## config.mk

```make
export PLATFORM = sky130hd
export DESIGN_NAME = sdt_io
export DESIGN_NICKNAME = d
export VERILOG_FILES = /design/src/hdl/sdt_pkg.sv /design/src/hdl/sdt_io.sv
export SDC_FILE = /design/constraint.sdc
export NUM_CORES = 1
export LEC_CHECK = 0
export BUFFER_PORTS_ARGS = -buffer_cell sky130_fd_sc_hd__buf_2
export CORE_MARGIN = 10
export CORE_UTILIZATION = 50
export DETAILED_ROUTE_END_ITERATION = 8
export GPL_TIMING_DRIVEN = 0
export HOLD_SLACK_MARGIN = 0.02
export PLACE_DENSITY_LB_ADDON = 0.08
export RECOVER_POWER = 100
export SKIP_LAST_GASP = 1
export SLEW_MARGIN = 30
export SYNTH_ARGS = -nofsm -noshare
export SYNTH_HDL_FRONTEND = slang
export SYNTH_SLANG_ARGS = --single-unit
```

## constraint.sdc

```tcl
create_clock -name CLK_I -period 12 [get_ports CLK_I]
set_input_delay 0.6 -clock CLK_I [delete_from_list [all_inputs] [get_ports CLK_I]]
set_output_delay 0.6 -clock CLK_I [all_outputs]
set_load 0.02 [all_outputs]
```

## src/hdl/sdt_pkg.sv

```systemverilog
// Shared constants and types for the strobe, input filter and timer unit
package sdt_pkg;
    // Clock and tick timing
    localparam int unsigned CLK_PERIOD_NS  = 10;          // 100 MHz system clock
    localparam int unsigned HALF_US_NS     = 500;         // Base filter tick, ns
    localparam int unsigned HALF_US_CYCLES = HALF_US_NS / CLK_PERIOD_NS;
    localparam logic [5:0]  HALF_TICK_LAST = 6'(HALF_US_CYCLES - 1);

    // Register byte offsets
    localparam logic [7:0] OFS_CTRL    = 8'h00;  // Source and launch selection
    localparam logic [7:0] OFS_RESTART = 8'h04;  // Bit 0 write issues restart
    localparam logic [7:0] OFS_FILTER  = 8'h08;  // Filter time, half-us units
    localparam logic [7:0] OFS_LAG     = 8'h0c;  // Start lag, us
    localparam logic [7:0] OFS_PULSE   = 8'h10;  // Pulse length, us
    localparam logic [7:0] OFS_EXPO    = 8'h14;  // Exposure time, us
    localparam logic [7:0] OFS_RDOUT   = 8'h18;  // Readout time, us
    localparam logic [7:0] OFS_STATUS  = 8'h1c;  // Counter state and levels
    localparam logic [7:0] OFS_COUNT   = 8'h20;  // Running count, us

    // Control register field positions
    localparam int unsigned CTRL_LINE_LSB   = 0;
    localparam int unsigned CTRL_LAUNCH_LSB = 4;
    localparam int unsigned CTRL_COND_LSB   = 8;

    // Reset values
    localparam logic [20:0] FILTER_RESET = 21'h000001;  // One half microsecond
    localparam logic [25:0] LAG_RESET    = 26'h0000000;
    localparam logic [25:0] PULSE_RESET  = 26'h0000001;

    // Bus responses
    localparam logic [1:0] RESP_OKAY   = 2'h0;
    localparam logic [1:0] RESP_SLVERR = 2'h2;

    // Output line selections
    typedef enum logic [2:0] {
        LINE_OFF = 3'h0, LINE_EXPOSURE = 3'h1, LINE_READOUT = 3'h2,
        LINE_TIMER = 3'h3, LINE_STROBE = 3'h4
    } sdt_line_t;

    // Launch sources
    typedef enum logic [2:0] {
        SRC_OFF = 3'h0, SRC_EXPOSURE = 3'h1, SRC_READOUT = 3'h2,
        SRC_EXT_ZERO = 3'h3, SRC_STROBE = 3'h4
    } sdt_src_t;

    // Launch conditions
    typedef enum logic [1:0] {
        COND_UP = 2'h0, COND_DOWN = 2'h1, COND_HIGH = 2'h2, COND_LOW = 2'h3
    } sdt_cond_t;

    // Counter states, one-hot
    typedef enum logic [3:0] {
        ST_IDLE = 4'h1, ST_WAIT = 4'h2, ST_LAG = 4'h4, ST_RUN = 4'h8
    } sdt_state_t;

    // Software settings, carried together
    typedef struct packed {
        logic [2:0]  line_output_source;
        logic [2:0]  launch_source;
        logic [1:0]  launch_condition;
        logic [20:0] filter_half_us;
        logic [25:0] start_lag_setting;
        logic [25:0] pulse_length_setting;
        logic [31:0] exposure_us;
        logic [31:0] readout_us;
    } sdt_cfg_t;
endpackage

```

## src/hdl/sdt_io.sv

```systemverilog
// Strobe generator, input filter and launchable pulse timer behind AXI4-Lite
// Operation
// - Strobe selection drives strobe onto output line
// - Strobe spans bottom-row start to top-row end
// - Strobe only when exposure exceeds readout
// - Input level accepted after holding filter time
// - Shorter input pulses dropped, level kept
// - Valid transition delayed by filter time
// - Filter time programmable, half microsecond default
// - Timer selection drives timer onto line
// - Pulse length 1 to 60e6 us, edges only
// - Start lag 0 to 60e6 us before active
// - Restart clears state and count, restarts
// - Running count readable at any time
// - Reports idle, waiting or running state
// - Launch source off, exposure, readout, input, strobe
// - Chosen rising or falling edge launches timer
// - Level modes follow source high or low
// - Level high waits lag then follows source
//
// Design decisions made here: the address map and the AXI4-Lite register port.
module sdt_io (
    input  wire logic        CLK_I,
    input  wire logic        RST_I,
    input  wire logic        TOP_ROW_EXPOSING_I,
    input  wire logic        BOTTOM_ROW_EXPOSING_I,
    input  wire logic        EXPOSURE_WINDOW_I,
    input  wire logic        READOUT_WINDOW_I,
    input  wire logic        EXTERNAL_INPUT_ZERO_I,
    output logic             LINE_OUT_O,
    input  wire logic [7:0]  S_AXI_AWADDR_I,
    input  wire logic        S_AXI_AWVALID_I,
    output logic             S_AXI_AWREADY_O,
    input  wire logic [31:0] S_AXI_WDATA_I,
    input  wire logic [3:0]  S_AXI_WSTRB_I,
    input  wire logic        S_AXI_WVALID_I,
    output logic             S_AXI_WREADY_O,
    output logic [1:0]       S_AXI_BRESP_O,
    output logic             S_AXI_BVALID_O,
    input  wire logic        S_AXI_BREADY_I,
    input  wire logic [7:0]  S_AXI_ARADDR_I,
    input  wire logic        S_AXI_ARVALID_I,
    output logic             S_AXI_ARREADY_O,
    output logic [31:0]      S_AXI_RDATA_O,
    output logic [1:0]       S_AXI_RRESP_O,
    output logic             S_AXI_RVALID_O,
    input  wire logic        S_AXI_RREADY_I
);
    // Byte-lane merge of a write into an old word
    function automatic logic [31:0] merge(input logic [31:0] old_w,
                                          input logic [31:0] new_w,
                                          input logic [3:0]  strb);
        logic [31:0] res;
        res = old_w;
        for (int i = 0; i < 4; i++) begin
            if (strb[i]) begin
                res[i*8 +: 8] = new_w[i*8 +: 8];
            end
        end
        return res;
    endfunction

    // Mapped offset check, shared by read and write decode
    function automatic logic mapped(input logic [7:0] a);
        return (a[1:0] == 2'h0) && (a <= sdt_pkg::OFS_COUNT);
    endfunction

    // Bus and settings state
    sdt_pkg::sdt_cfg_t cfg_reg, cfg_next;          // Software settings
    logic              awready_reg, awready_next;  // Write address ready
    logic              wready_reg, wready_next;    // Write data ready
    logic              aw_have_reg, aw_have_next;  // Address held
    logic              w_have_reg, w_have_next;    // Data held
    logic [7:0]        awaddr_reg, awaddr_next;    // Held write address
    logic [31:0]       wdata_reg, wdata_next;      // Held write data
    logic [3:0]        wstrb_reg, wstrb_next;      // Held byte enables
    logic              bvalid_reg, bvalid_next;    // Write response valid
    logic [1:0]        bresp_reg, bresp_next;      // Write response code
    logic              arready_reg, arready_next;  // Read address ready
    logic              rvalid_reg, rvalid_next;    // Read data valid
    logic [31:0]       rdata_reg, rdata_next;      // Read data
    logic [1:0]        rresp_reg, rresp_next;      // Read response code
    logic              restart_reg, restart_next;  // One-cycle restart pulse

    // Tick, filter, strobe and timer state
    logic [5:0]          half_cnt_reg, half_cnt_next;  // Half-us divider
    logic                us_phase_reg, us_phase_next;  // Second half of a us
    logic                filt_reg, filt_next;          // Accepted input level
    logic [20:0]         fcnt_reg, fcnt_next;          // Filter hold counter
    logic                strobe_reg, strobe_next;      // Strobe pulse
    logic                src_prev_reg, src_prev_next;  // Source, last cycle
    sdt_pkg::sdt_state_t state_reg, state_next;        // Counter state
    logic [25:0]         count_reg, count_next;        // Running count
    logic                line_reg, line_next;          // Output line

    logic        half_tick;     // Half-microsecond enable
    logic        us_tick;       // Microsecond enable
    logic        src;           // Selected launch source
    logic        lvl;           // Source at its configured active level
    logic        edge_hit;      // Configured edge seen this cycle
    logic        level_mode;    // Level-follow conditions
    logic [25:0] pulse_eff;     // Pulse length, never below one
    logic [1:0]  state_code;    // Encoded counter state for software
    logic        wr_fire;       // Write commits this cycle
    logic [31:0] ctrl_word;     // Control fields as software sees them

    // Dividers: one-cycle enables from the single clock
    assign half_tick = (half_cnt_reg == sdt_pkg::HALF_TICK_LAST);
    assign us_tick   = half_tick & us_phase_reg;

    // Register bus: next values for both channels and the settings
    always_comb begin
        cfg_next     = cfg_reg;
        aw_have_next = aw_have_reg;
        w_have_next  = w_have_reg;
        awaddr_next  = awaddr_reg;
        wdata_next   = wdata_reg;
        wstrb_next   = wstrb_reg;
        bvalid_next  = bvalid_reg;
        bresp_next   = bresp_reg;
        arready_next = arready_reg;
        rvalid_next  = rvalid_reg;
        rdata_next   = rdata_reg;
        rresp_next   = rresp_reg;
        restart_next = 1'b0;
        // Address and data are taken independently, in either order
        if (S_AXI_AWVALID_I && awready_reg) begin
            aw_have_next = 1'b1;
            awaddr_next  = S_AXI_AWADDR_I;
        end
        if (S_AXI_WVALID_I && wready_reg) begin
            w_have_next = 1'b1;
            wdata_next  = S_AXI_WDATA_I;
            wstrb_next  = S_AXI_WSTRB_I;
        end
        // Response retires before the next write may commit
        if (bvalid_reg && S_AXI_BREADY_I) begin
            bvalid_next = 1'b0;
        end
        wr_fire = aw_have_reg && w_have_reg && !bvalid_reg;
        if (wr_fire) begin
            aw_have_next = 1'b0;
            w_have_next  = 1'b0;
            bvalid_next  = 1'b1;
            bresp_next   = mapped(awaddr_reg) ? sdt_pkg::RESP_OKAY : sdt_pkg::RESP_SLVERR;
            case (awaddr_reg)
                sdt_pkg::OFS_CTRL: begin
                    {cfg_next.launch_condition, cfg_next.launch_source,
                     cfg_next.line_output_source} =
                        {2'(merge(ctrl_word, wdata_reg, wstrb_reg) >> 8),
                         3'(merge(ctrl_word, wdata_reg, wstrb_reg) >> 4),
                         3'(merge(ctrl_word, wdata_reg, wstrb_reg))};
                end
                sdt_pkg::OFS_RESTART: begin
                    restart_next = wstrb_reg[0] & wdata_reg[0];
                end
                sdt_pkg::OFS_FILTER: begin
                    cfg_next.filter_half_us =
                        21'(merge({11'h0, cfg_reg.filter_half_us}, wdata_reg, wstrb_reg));
                end
                sdt_pkg::OFS_LAG: begin
                    cfg_next.start_lag_setting =
                        26'(merge({6'h0, cfg_reg.start_lag_setting}, wdata_reg, wstrb_reg));
                end
                sdt_pkg::OFS_PULSE: begin
                    cfg_next.pulse_length_setting =
                        26'(merge({6'h0, cfg_reg.pulse_length_setting}, wdata_reg, wstrb_reg));
                end
                sdt_pkg::OFS_EXPO: begin
                    cfg_next.exposure_us = merge(cfg_reg.exposure_us, wdata_reg, wstrb_reg);
                end
                sdt_pkg::OFS_RDOUT: begin
                    cfg_next.readout_us = merge(cfg_reg.readout_us, wdata_reg, wstrb_reg);
                end
                default: begin
                    // Status, count and unmapped offsets ignore writes
                end
            endcase
        end
        // Hold off new address and data while one is pending or answered
        awready_next = !aw_have_next && !bvalid_next;
        wready_next  = !w_have_next && !bvalid_next;
        // Read channel: one read at a time
        if (rvalid_reg && S_AXI_RREADY_I) begin
            rvalid_next  = 1'b0;
            arready_next = 1'b1;
        end
        if (S_AXI_ARVALID_I && arready_reg) begin
            arready_next = 1'b0;
            rvalid_next  = 1'b1;
            rresp_next   = mapped(S_AXI_ARADDR_I) ? sdt_pkg::RESP_OKAY : sdt_pkg::RESP_SLVERR;
            case (S_AXI_ARADDR_I)
                sdt_pkg::OFS_CTRL:   rdata_next = ctrl_word;
                sdt_pkg::OFS_FILTER: rdata_next = {11'h0, cfg_reg.filter_half_us};
                sdt_pkg::OFS_LAG:    rdata_next = {6'h0, cfg_reg.start_lag_setting};
                sdt_pkg::OFS_PULSE:  rdata_next = {6'h0, cfg_reg.pulse_length_setting};
                sdt_pkg::OFS_EXPO:   rdata_next = cfg_reg.exposure_us;
                sdt_pkg::OFS_RDOUT:  rdata_next = cfg_reg.readout_us;
                sdt_pkg::OFS_STATUS: rdata_next = {26'h0, strobe_reg, filt_reg,
                                                   2'h0, state_code};
                sdt_pkg::OFS_COUNT:  rdata_next = {6'h0, count_reg};
                default:             rdata_next = 32'h0;
            endcase
        end
    end

    // Register bus: registers only
    always_ff @(posedge CLK_I or posedge RST_I) begin
        if (RST_I) begin
            cfg_reg                      <= '0;
            cfg_reg.filter_half_us       <= sdt_pkg::FILTER_RESET;
            cfg_reg.start_lag_setting    <= sdt_pkg::LAG_RESET;
            cfg_reg.pulse_length_setting <= sdt_pkg::PULSE_RESET;
            awready_reg <= 1'b1;
            wready_reg  <= 1'b1;
            aw_have_reg <= 1'b0;
            w_have_reg  <= 1'b0;
            awaddr_reg  <= 8'h00;
            wdata_reg   <= 32'h0;
            wstrb_reg   <= 4'h0;
            bvalid_reg  <= 1'b0;
            bresp_reg   <= sdt_pkg::RESP_OKAY;
            arready_reg <= 1'b1;
            rvalid_reg  <= 1'b0;
            rdata_reg   <= 32'h0;
            rresp_reg   <= sdt_pkg::RESP_OKAY;
            restart_reg <= 1'b0;
        end else begin
            cfg_reg     <= cfg_next;
            awready_reg <= awready_next;
            wready_reg  <= wready_next;
            aw_have_reg <= aw_have_next;
            w_have_reg  <= w_have_next;
            awaddr_reg  <= awaddr_next;
            wdata_reg   <= wdata_next;
            wstrb_reg   <= wstrb_next;
            bvalid_reg  <= bvalid_next;
            bresp_reg   <= bresp_next;
            arready_reg <= arready_next;
            rvalid_reg  <= rvalid_next;
            rdata_reg   <= rdata_next;
            rresp_reg   <= rresp_next;
            restart_reg <= restart_next;
        end
    end

    // Launch source, level and edge decode
    always_comb begin
        // Control fields as software reads them
        ctrl_word = {22'h0, cfg_reg.launch_condition, 1'b0, cfg_reg.launch_source, 1'b0,
                     cfg_reg.line_output_source};
        case (sdt_pkg::sdt_src_t'(cfg_reg.launch_source))
            sdt_pkg::SRC_EXPOSURE: src = EXPOSURE_WINDOW_I;
            sdt_pkg::SRC_READOUT:  src = READOUT_WINDOW_I;
            sdt_pkg::SRC_EXT_ZERO: src = filt_reg;
            sdt_pkg::SRC_STROBE:   src = strobe_reg;
            default:               src = 1'b0;
        endcase
        level_mode = cfg_reg.launch_condition[1];
        lvl = (cfg_reg.launch_condition == sdt_pkg::COND_LOW) ? !src : src;
        edge_hit = (cfg_reg.launch_condition == sdt_pkg::COND_UP) ?
                   (src && !src_prev_reg) : (!src && src_prev_reg);
        // A zero pulse length would vanish; it acts as one microsecond
        pulse_eff = (cfg_reg.pulse_length_setting == 26'h0) ? 26'h1 :
                    cfg_reg.pulse_length_setting;
        // Lag counts as waiting: no output is driven yet
        case (state_reg)
            sdt_pkg::ST_RUN:  state_code = 2'h2;
            sdt_pkg::ST_IDLE: state_code = 2'h0;
            default:          state_code = 2'h1;
        endcase
    end

    // Tick, filter, strobe, counter and output line: next values
    always_comb begin
        half_cnt_next = half_tick ? 6'h0 : half_cnt_reg + 6'h1;
        us_phase_next = half_tick ? !us_phase_reg : us_phase_reg;
        // Input filter: accept only after the level has held long enough
        filt_next = filt_reg;
        fcnt_next = fcnt_reg;
        if (EXTERNAL_INPUT_ZERO_I == filt_reg) begin
            fcnt_next = 21'h0;
        end else if (fcnt_reg >= cfg_reg.filter_half_us) begin
            filt_next = EXTERNAL_INPUT_ZERO_I;
            fcnt_next = 21'h0;
        end else if (half_tick) begin
            fcnt_next = fcnt_reg + 21'h1;
        end
        // Overlap of the top and bottom rows' exposure windows
        strobe_next = TOP_ROW_EXPOSING_I && BOTTOM_ROW_EXPOSING_I
                      && (cfg_reg.exposure_us > cfg_reg.readout_us);
        src_prev_next = src;
        state_next    = state_reg;
        count_next    = count_reg;
        case (state_reg)
            sdt_pkg::ST_IDLE: begin
                state_next = sdt_pkg::ST_WAIT;
                count_next = 26'h0;
            end
            sdt_pkg::ST_WAIT: begin
                count_next = 26'h0;
                if (level_mode ? lvl : edge_hit) begin
                    state_next = sdt_pkg::ST_LAG;
                end
            end
            sdt_pkg::ST_LAG: begin
                if (level_mode && !lvl) begin
                    state_next = sdt_pkg::ST_WAIT;
                end else if (count_reg >= cfg_reg.start_lag_setting) begin
                    state_next = sdt_pkg::ST_RUN;
                    count_next = 26'h0;
                end else if (us_tick) begin
                    count_next = count_reg + 26'h1;
                end
            end
            sdt_pkg::ST_RUN: begin
                if (level_mode) begin
                    if (!lvl) begin
                        state_next = sdt_pkg::ST_WAIT;
                    end else if (us_tick) begin
                        count_next = count_reg + 26'h1;
                    end
                end else if (count_reg >= pulse_eff) begin
                    state_next = sdt_pkg::ST_WAIT;
                end else if (us_tick) begin
                    count_next = count_reg + 26'h1;
                end
            end
            default: begin
                state_next = sdt_pkg::ST_IDLE;
            end
        endcase
        // Source off parks the counter; restart clears it and returns it to waiting for a launch
        if (cfg_reg.launch_source == sdt_pkg::SRC_OFF) begin
            state_next = sdt_pkg::ST_IDLE;
            count_next = 26'h0;
        end else if (restart_reg) begin
            state_next = sdt_pkg::ST_WAIT;
            count_next = 26'h0;
        end
        case (sdt_pkg::sdt_line_t'(cfg_reg.line_output_source))
            sdt_pkg::LINE_EXPOSURE: line_next = EXPOSURE_WINDOW_I;
            sdt_pkg::LINE_READOUT:  line_next = READOUT_WINDOW_I;
            sdt_pkg::LINE_TIMER:    line_next = (state_reg == sdt_pkg::ST_RUN);
            sdt_pkg::LINE_STROBE:   line_next = strobe_reg;
            default:                line_next = 1'b0;
        endcase
    end

    // Tick, filter, strobe, counter and output line: registers only
    always_ff @(posedge CLK_I or posedge RST_I) begin
        if (RST_I) begin
            half_cnt_reg <= 6'h0;
            us_phase_reg <= 1'b0;
            filt_reg     <= 1'b0;
            fcnt_reg     <= 21'h0;
            strobe_reg   <= 1'b0;
            src_prev_reg <= 1'b0;
            state_reg    <= sdt_pkg::ST_IDLE;
            count_reg    <= 26'h0;
            line_reg     <= 1'b0;
        end else begin
            half_cnt_reg <= half_cnt_next;
            us_phase_reg <= us_phase_next;
            filt_reg     <= filt_next;
            fcnt_reg     <= fcnt_next;
            strobe_reg   <= strobe_next;
            src_prev_reg <= src_prev_next;
            state_reg    <= state_next;
            count_reg    <= count_next;
            line_reg     <= line_next;
        end
    end

    // Outputs straight from flip-flops
    assign LINE_OUT_O      = line_reg;
    assign S_AXI_AWREADY_O = awready_reg;
    assign S_AXI_WREADY_O  = wready_reg;
    assign S_AXI_BVALID_O  = bvalid_reg;
    assign S_AXI_BRESP_O   = bresp_reg;
    assign S_AXI_ARREADY_O = arready_reg;
    assign S_AXI_RVALID_O  = rvalid_reg;
    assign S_AXI_RDATA_O   = rdata_reg;
    assign S_AXI_RRESP_O   = rresp_reg;
endmodule

```

==> flow_summary.yaml <==
sta:
  hold_ws_ps: 256
  worstMarginPinSlew_ps: 4810
  finalHoldViolations: 0
  slew_viol_final: 239
  slew_headroom: -2.21
  setup_viol: 0
  finalCriticalPeriod_ps: 5910
  fmax_ghz: 0.169
  rsz0062_at_grt: "no"
  fin_setup_tns_ps: 0
  finClkSkew_ps: 21.6
  finalCritPeriodShare: 0.493
drt:
  drc: 0
  wl_per_cell_um: 22.8
  vias: 12100
  routed_wl_mm: 45.7
  ant_nets: 0
  viasPerCell: 6.02
  drt_iter0_markers: 928
  drtPass1Iterations: 8
worst_setup_path:
  cp-endpoint: "wdata_reg[31]"
  endpoint_kind: "async pin"
  cp.arrival_ps: 5390
  reg2regPathDepth: 9
  startpoint: "RST_I"
  reg2reg_slack_ps: 6780
  crit_type: "in2async"
  cp.required_ps: 11480
  startpoint_type: "input port"
  r2r_end: "count_reg[13]"
  path_max_fanout: 88
  r2r-start: "state_reg[3]"
finish:
  nNetsFinal: 1761
  n_antenna_cell: 0
  fillCellCount: 2675
  design_area_um2: 17700
  syn_to_final_growth_pct: 13.6
  largest_reg_flops: 145
  drive_above_1_share: 0.198
synth:
  synth_top_cell_by_area: "dfrtp_1"
  ys.flop_type: "dfrtp_1"
  ys_seq_area_frac: 0.472
  synthTopCellsByArea: "dfrtp_1 (46%), mux2_2 (14%), ha_1 (8.8%), nor2_1 (3.0%), inv_1 (2.7%)"
  synth-seq-cells: 293
  synth_edf_count: 0
  synth_cells: 1444
  synth_top_area_frac: 0.462
  ys_types: 68
  synth_warnings: 0
  syn_avg_cell_area_um2: 10.8
  synth_area_um2: 15600
  synth-async-reset-ratio: 1.00
cts:
  clk_pin_slew_worst_paths_ps: 50
  cts_hold_buf: 0
  post_cts_buffers: 0
  htree_levels: 2
  worst_skew_pair.late_latency_ps: 530
  clockRootBuffer: "clkbuf_16"
  cts_sinks: 293
  cts_buffers: 35
  ctsLongestPathBuffers: 3
  cts_tree: "done"
  cts_resized: 0
placement:
  dpl.hpwl_mm: 34.3
  placed_area_um2: 16700
  portBuffers: 103
  gp_congestion: 0.900
grt:
  grt_usage: 0.236
  grt-ovfl-total: 0
  antenna_found_initial: 0
  grt_max_degree: 89
  grt_pass1_vias: 12400
  grt_pass1_wl_mm: 71.8
pwr:
  leakage_nw: 7.92
  ir_worst_vdd_v: 0.000149
  p_per_area_nw_per_um2: 192
floorplanning:
  die_area_um2: 38600
  core-area_um2: 30700
  start_util: 0.507
  pin_count: 106
  num_rows: 64
  die_y_um: 196
  die_x_um: 196
min_path:
  worstHoldPathType: "in2reg"
  holdPathStages: 2
run:
  maxCapViolCount: 5
run_status:
  failed_checks: "max-capacitance violations, max-slew violations"
  status: "complete, but fails checks"
[cell type report]
type / instances / area [um^2] / area share
well taps: 396 / 495 / 0.0280
plain buffers: 49 / 195 / 0.0110
repair buffers: 106 / 498 / 0.0282
inverters: 112 / 422 / 0.0239
multi-input cells: 991 / 7570 / 0.428
clock inverters: 9 / 110 / 0.00623
flip-flops and latches: 293 / 7340 / 0.415
clock buffers: 53 / 1040 / 0.0591
[layout by cell type, fill, tap and decap left out, drive strengths merged, types with 23 or more instances in the layout]
| cell type | count |
|---|---|
| o21ai | 44 |
| buf | 67 |
| mux2 | 192 |
| nor2 | 124 |
| nand4 | 23 |
| nand2 | 75 |
| ha | 109 |
| inv | 112 |
| a21oi | 70 |
| dfrtp | 287 |
| a22oi | 48 |
| clkbuf | 141 |
| nand3 | 39 |
[Yosys cell counts, types with 6 or more instances]
cell type  instances
nand2_1           75
and2_1             7
dfrtp_1          287
nand2b_1           8
xnor2_1           13
xor2_1            15
a22oi_1           48
ha_1             109
a222oi_1           9
clkbuf_1          40
or3_1             14
nor2_1           124
and3_1             6
a21o_1            19
a22o_1            11
nand3_1           38
a41oi_1           16
o21ai_0           42
nor4_1            10
inv_1            112
or4_1             10
nand4_1           23
mux2_2           191
nor2b_1           13
a221oi_1          17
a21oi_1           70
a31oi_1           19
nor3_1            19
dfstp_2            6
[through the flow]
stage | power [mW] | util | setup slack, ps | instances
after detailed placement | 2.36 | 0.544 | 7740 | 1947
final | 3.39 | 0.576 | 6090 | 2009
after global routing | 3.58 | 0.576 | 4870 | 2009
after floorplan | 1.98 | - | 3320 | 1445
after CTS | 3.44 | 0.582 | 7680 | 2009
after global placement | 2.34 | 0.540 | -290 | 1944
[kinds of logic (layout without fill, tap and decap cells)]
logic type	after synthesis	count (layout)	share of synthesized area
other cells	1	2	0.000241
simple gates	376	376	0.121
fa+ha+maj	109	109	0.0877
compound gates	281	281	0.122
buf+inv	161	329	0.0401
xor+xnor	29	29	0.0168
mux	194	194	0.140
flops	293	293	0.472
[how the worst min path moves through the flow]
stage / start / end / slack [ps]
after global routing: S_AXI_ARVALID_I / S_AXI_ARREADY_O / 280
after global placement: w_have_reg / S_AXI_WREADY_O / 430
after CTS: RST_I / wdata_reg[2] / 80
after floorplan: w_have_reg / S_AXI_WREADY_O / 390
final: S_AXI_ARVALID_I / S_AXI_ARREADY_O / 260
after detailed placement: w_have_reg / S_AXI_WREADY_O / 430
[worst max-delay path, stage by stage]
cell	delay (ps)
clkbuf_1	90
clkinvlp_2	1180
clkbuf_1	3440
[layer usage]
layer / wire [um] / vias to the layer above / global-route usage
met2: 21100 / 381 / 0.372
met4: 1520 / 0 / 0.0905
met5: 0 / - / 0
met1: 20000 / 6078 / 0.316
li1: - / 5547 / -
met3: 3070 / 86 / 0.0462
[report_power, final]
part	internal [mW]	switching (mW)	leakage [nW]	total, mW
clock	0.645	0.424	0.571	1.07
combinational	0.361	0.544	3.47	0.905
sequential	1.19	0.227	3.88	1.42
No activity file was read; power rests on OpenSTA's default activity.
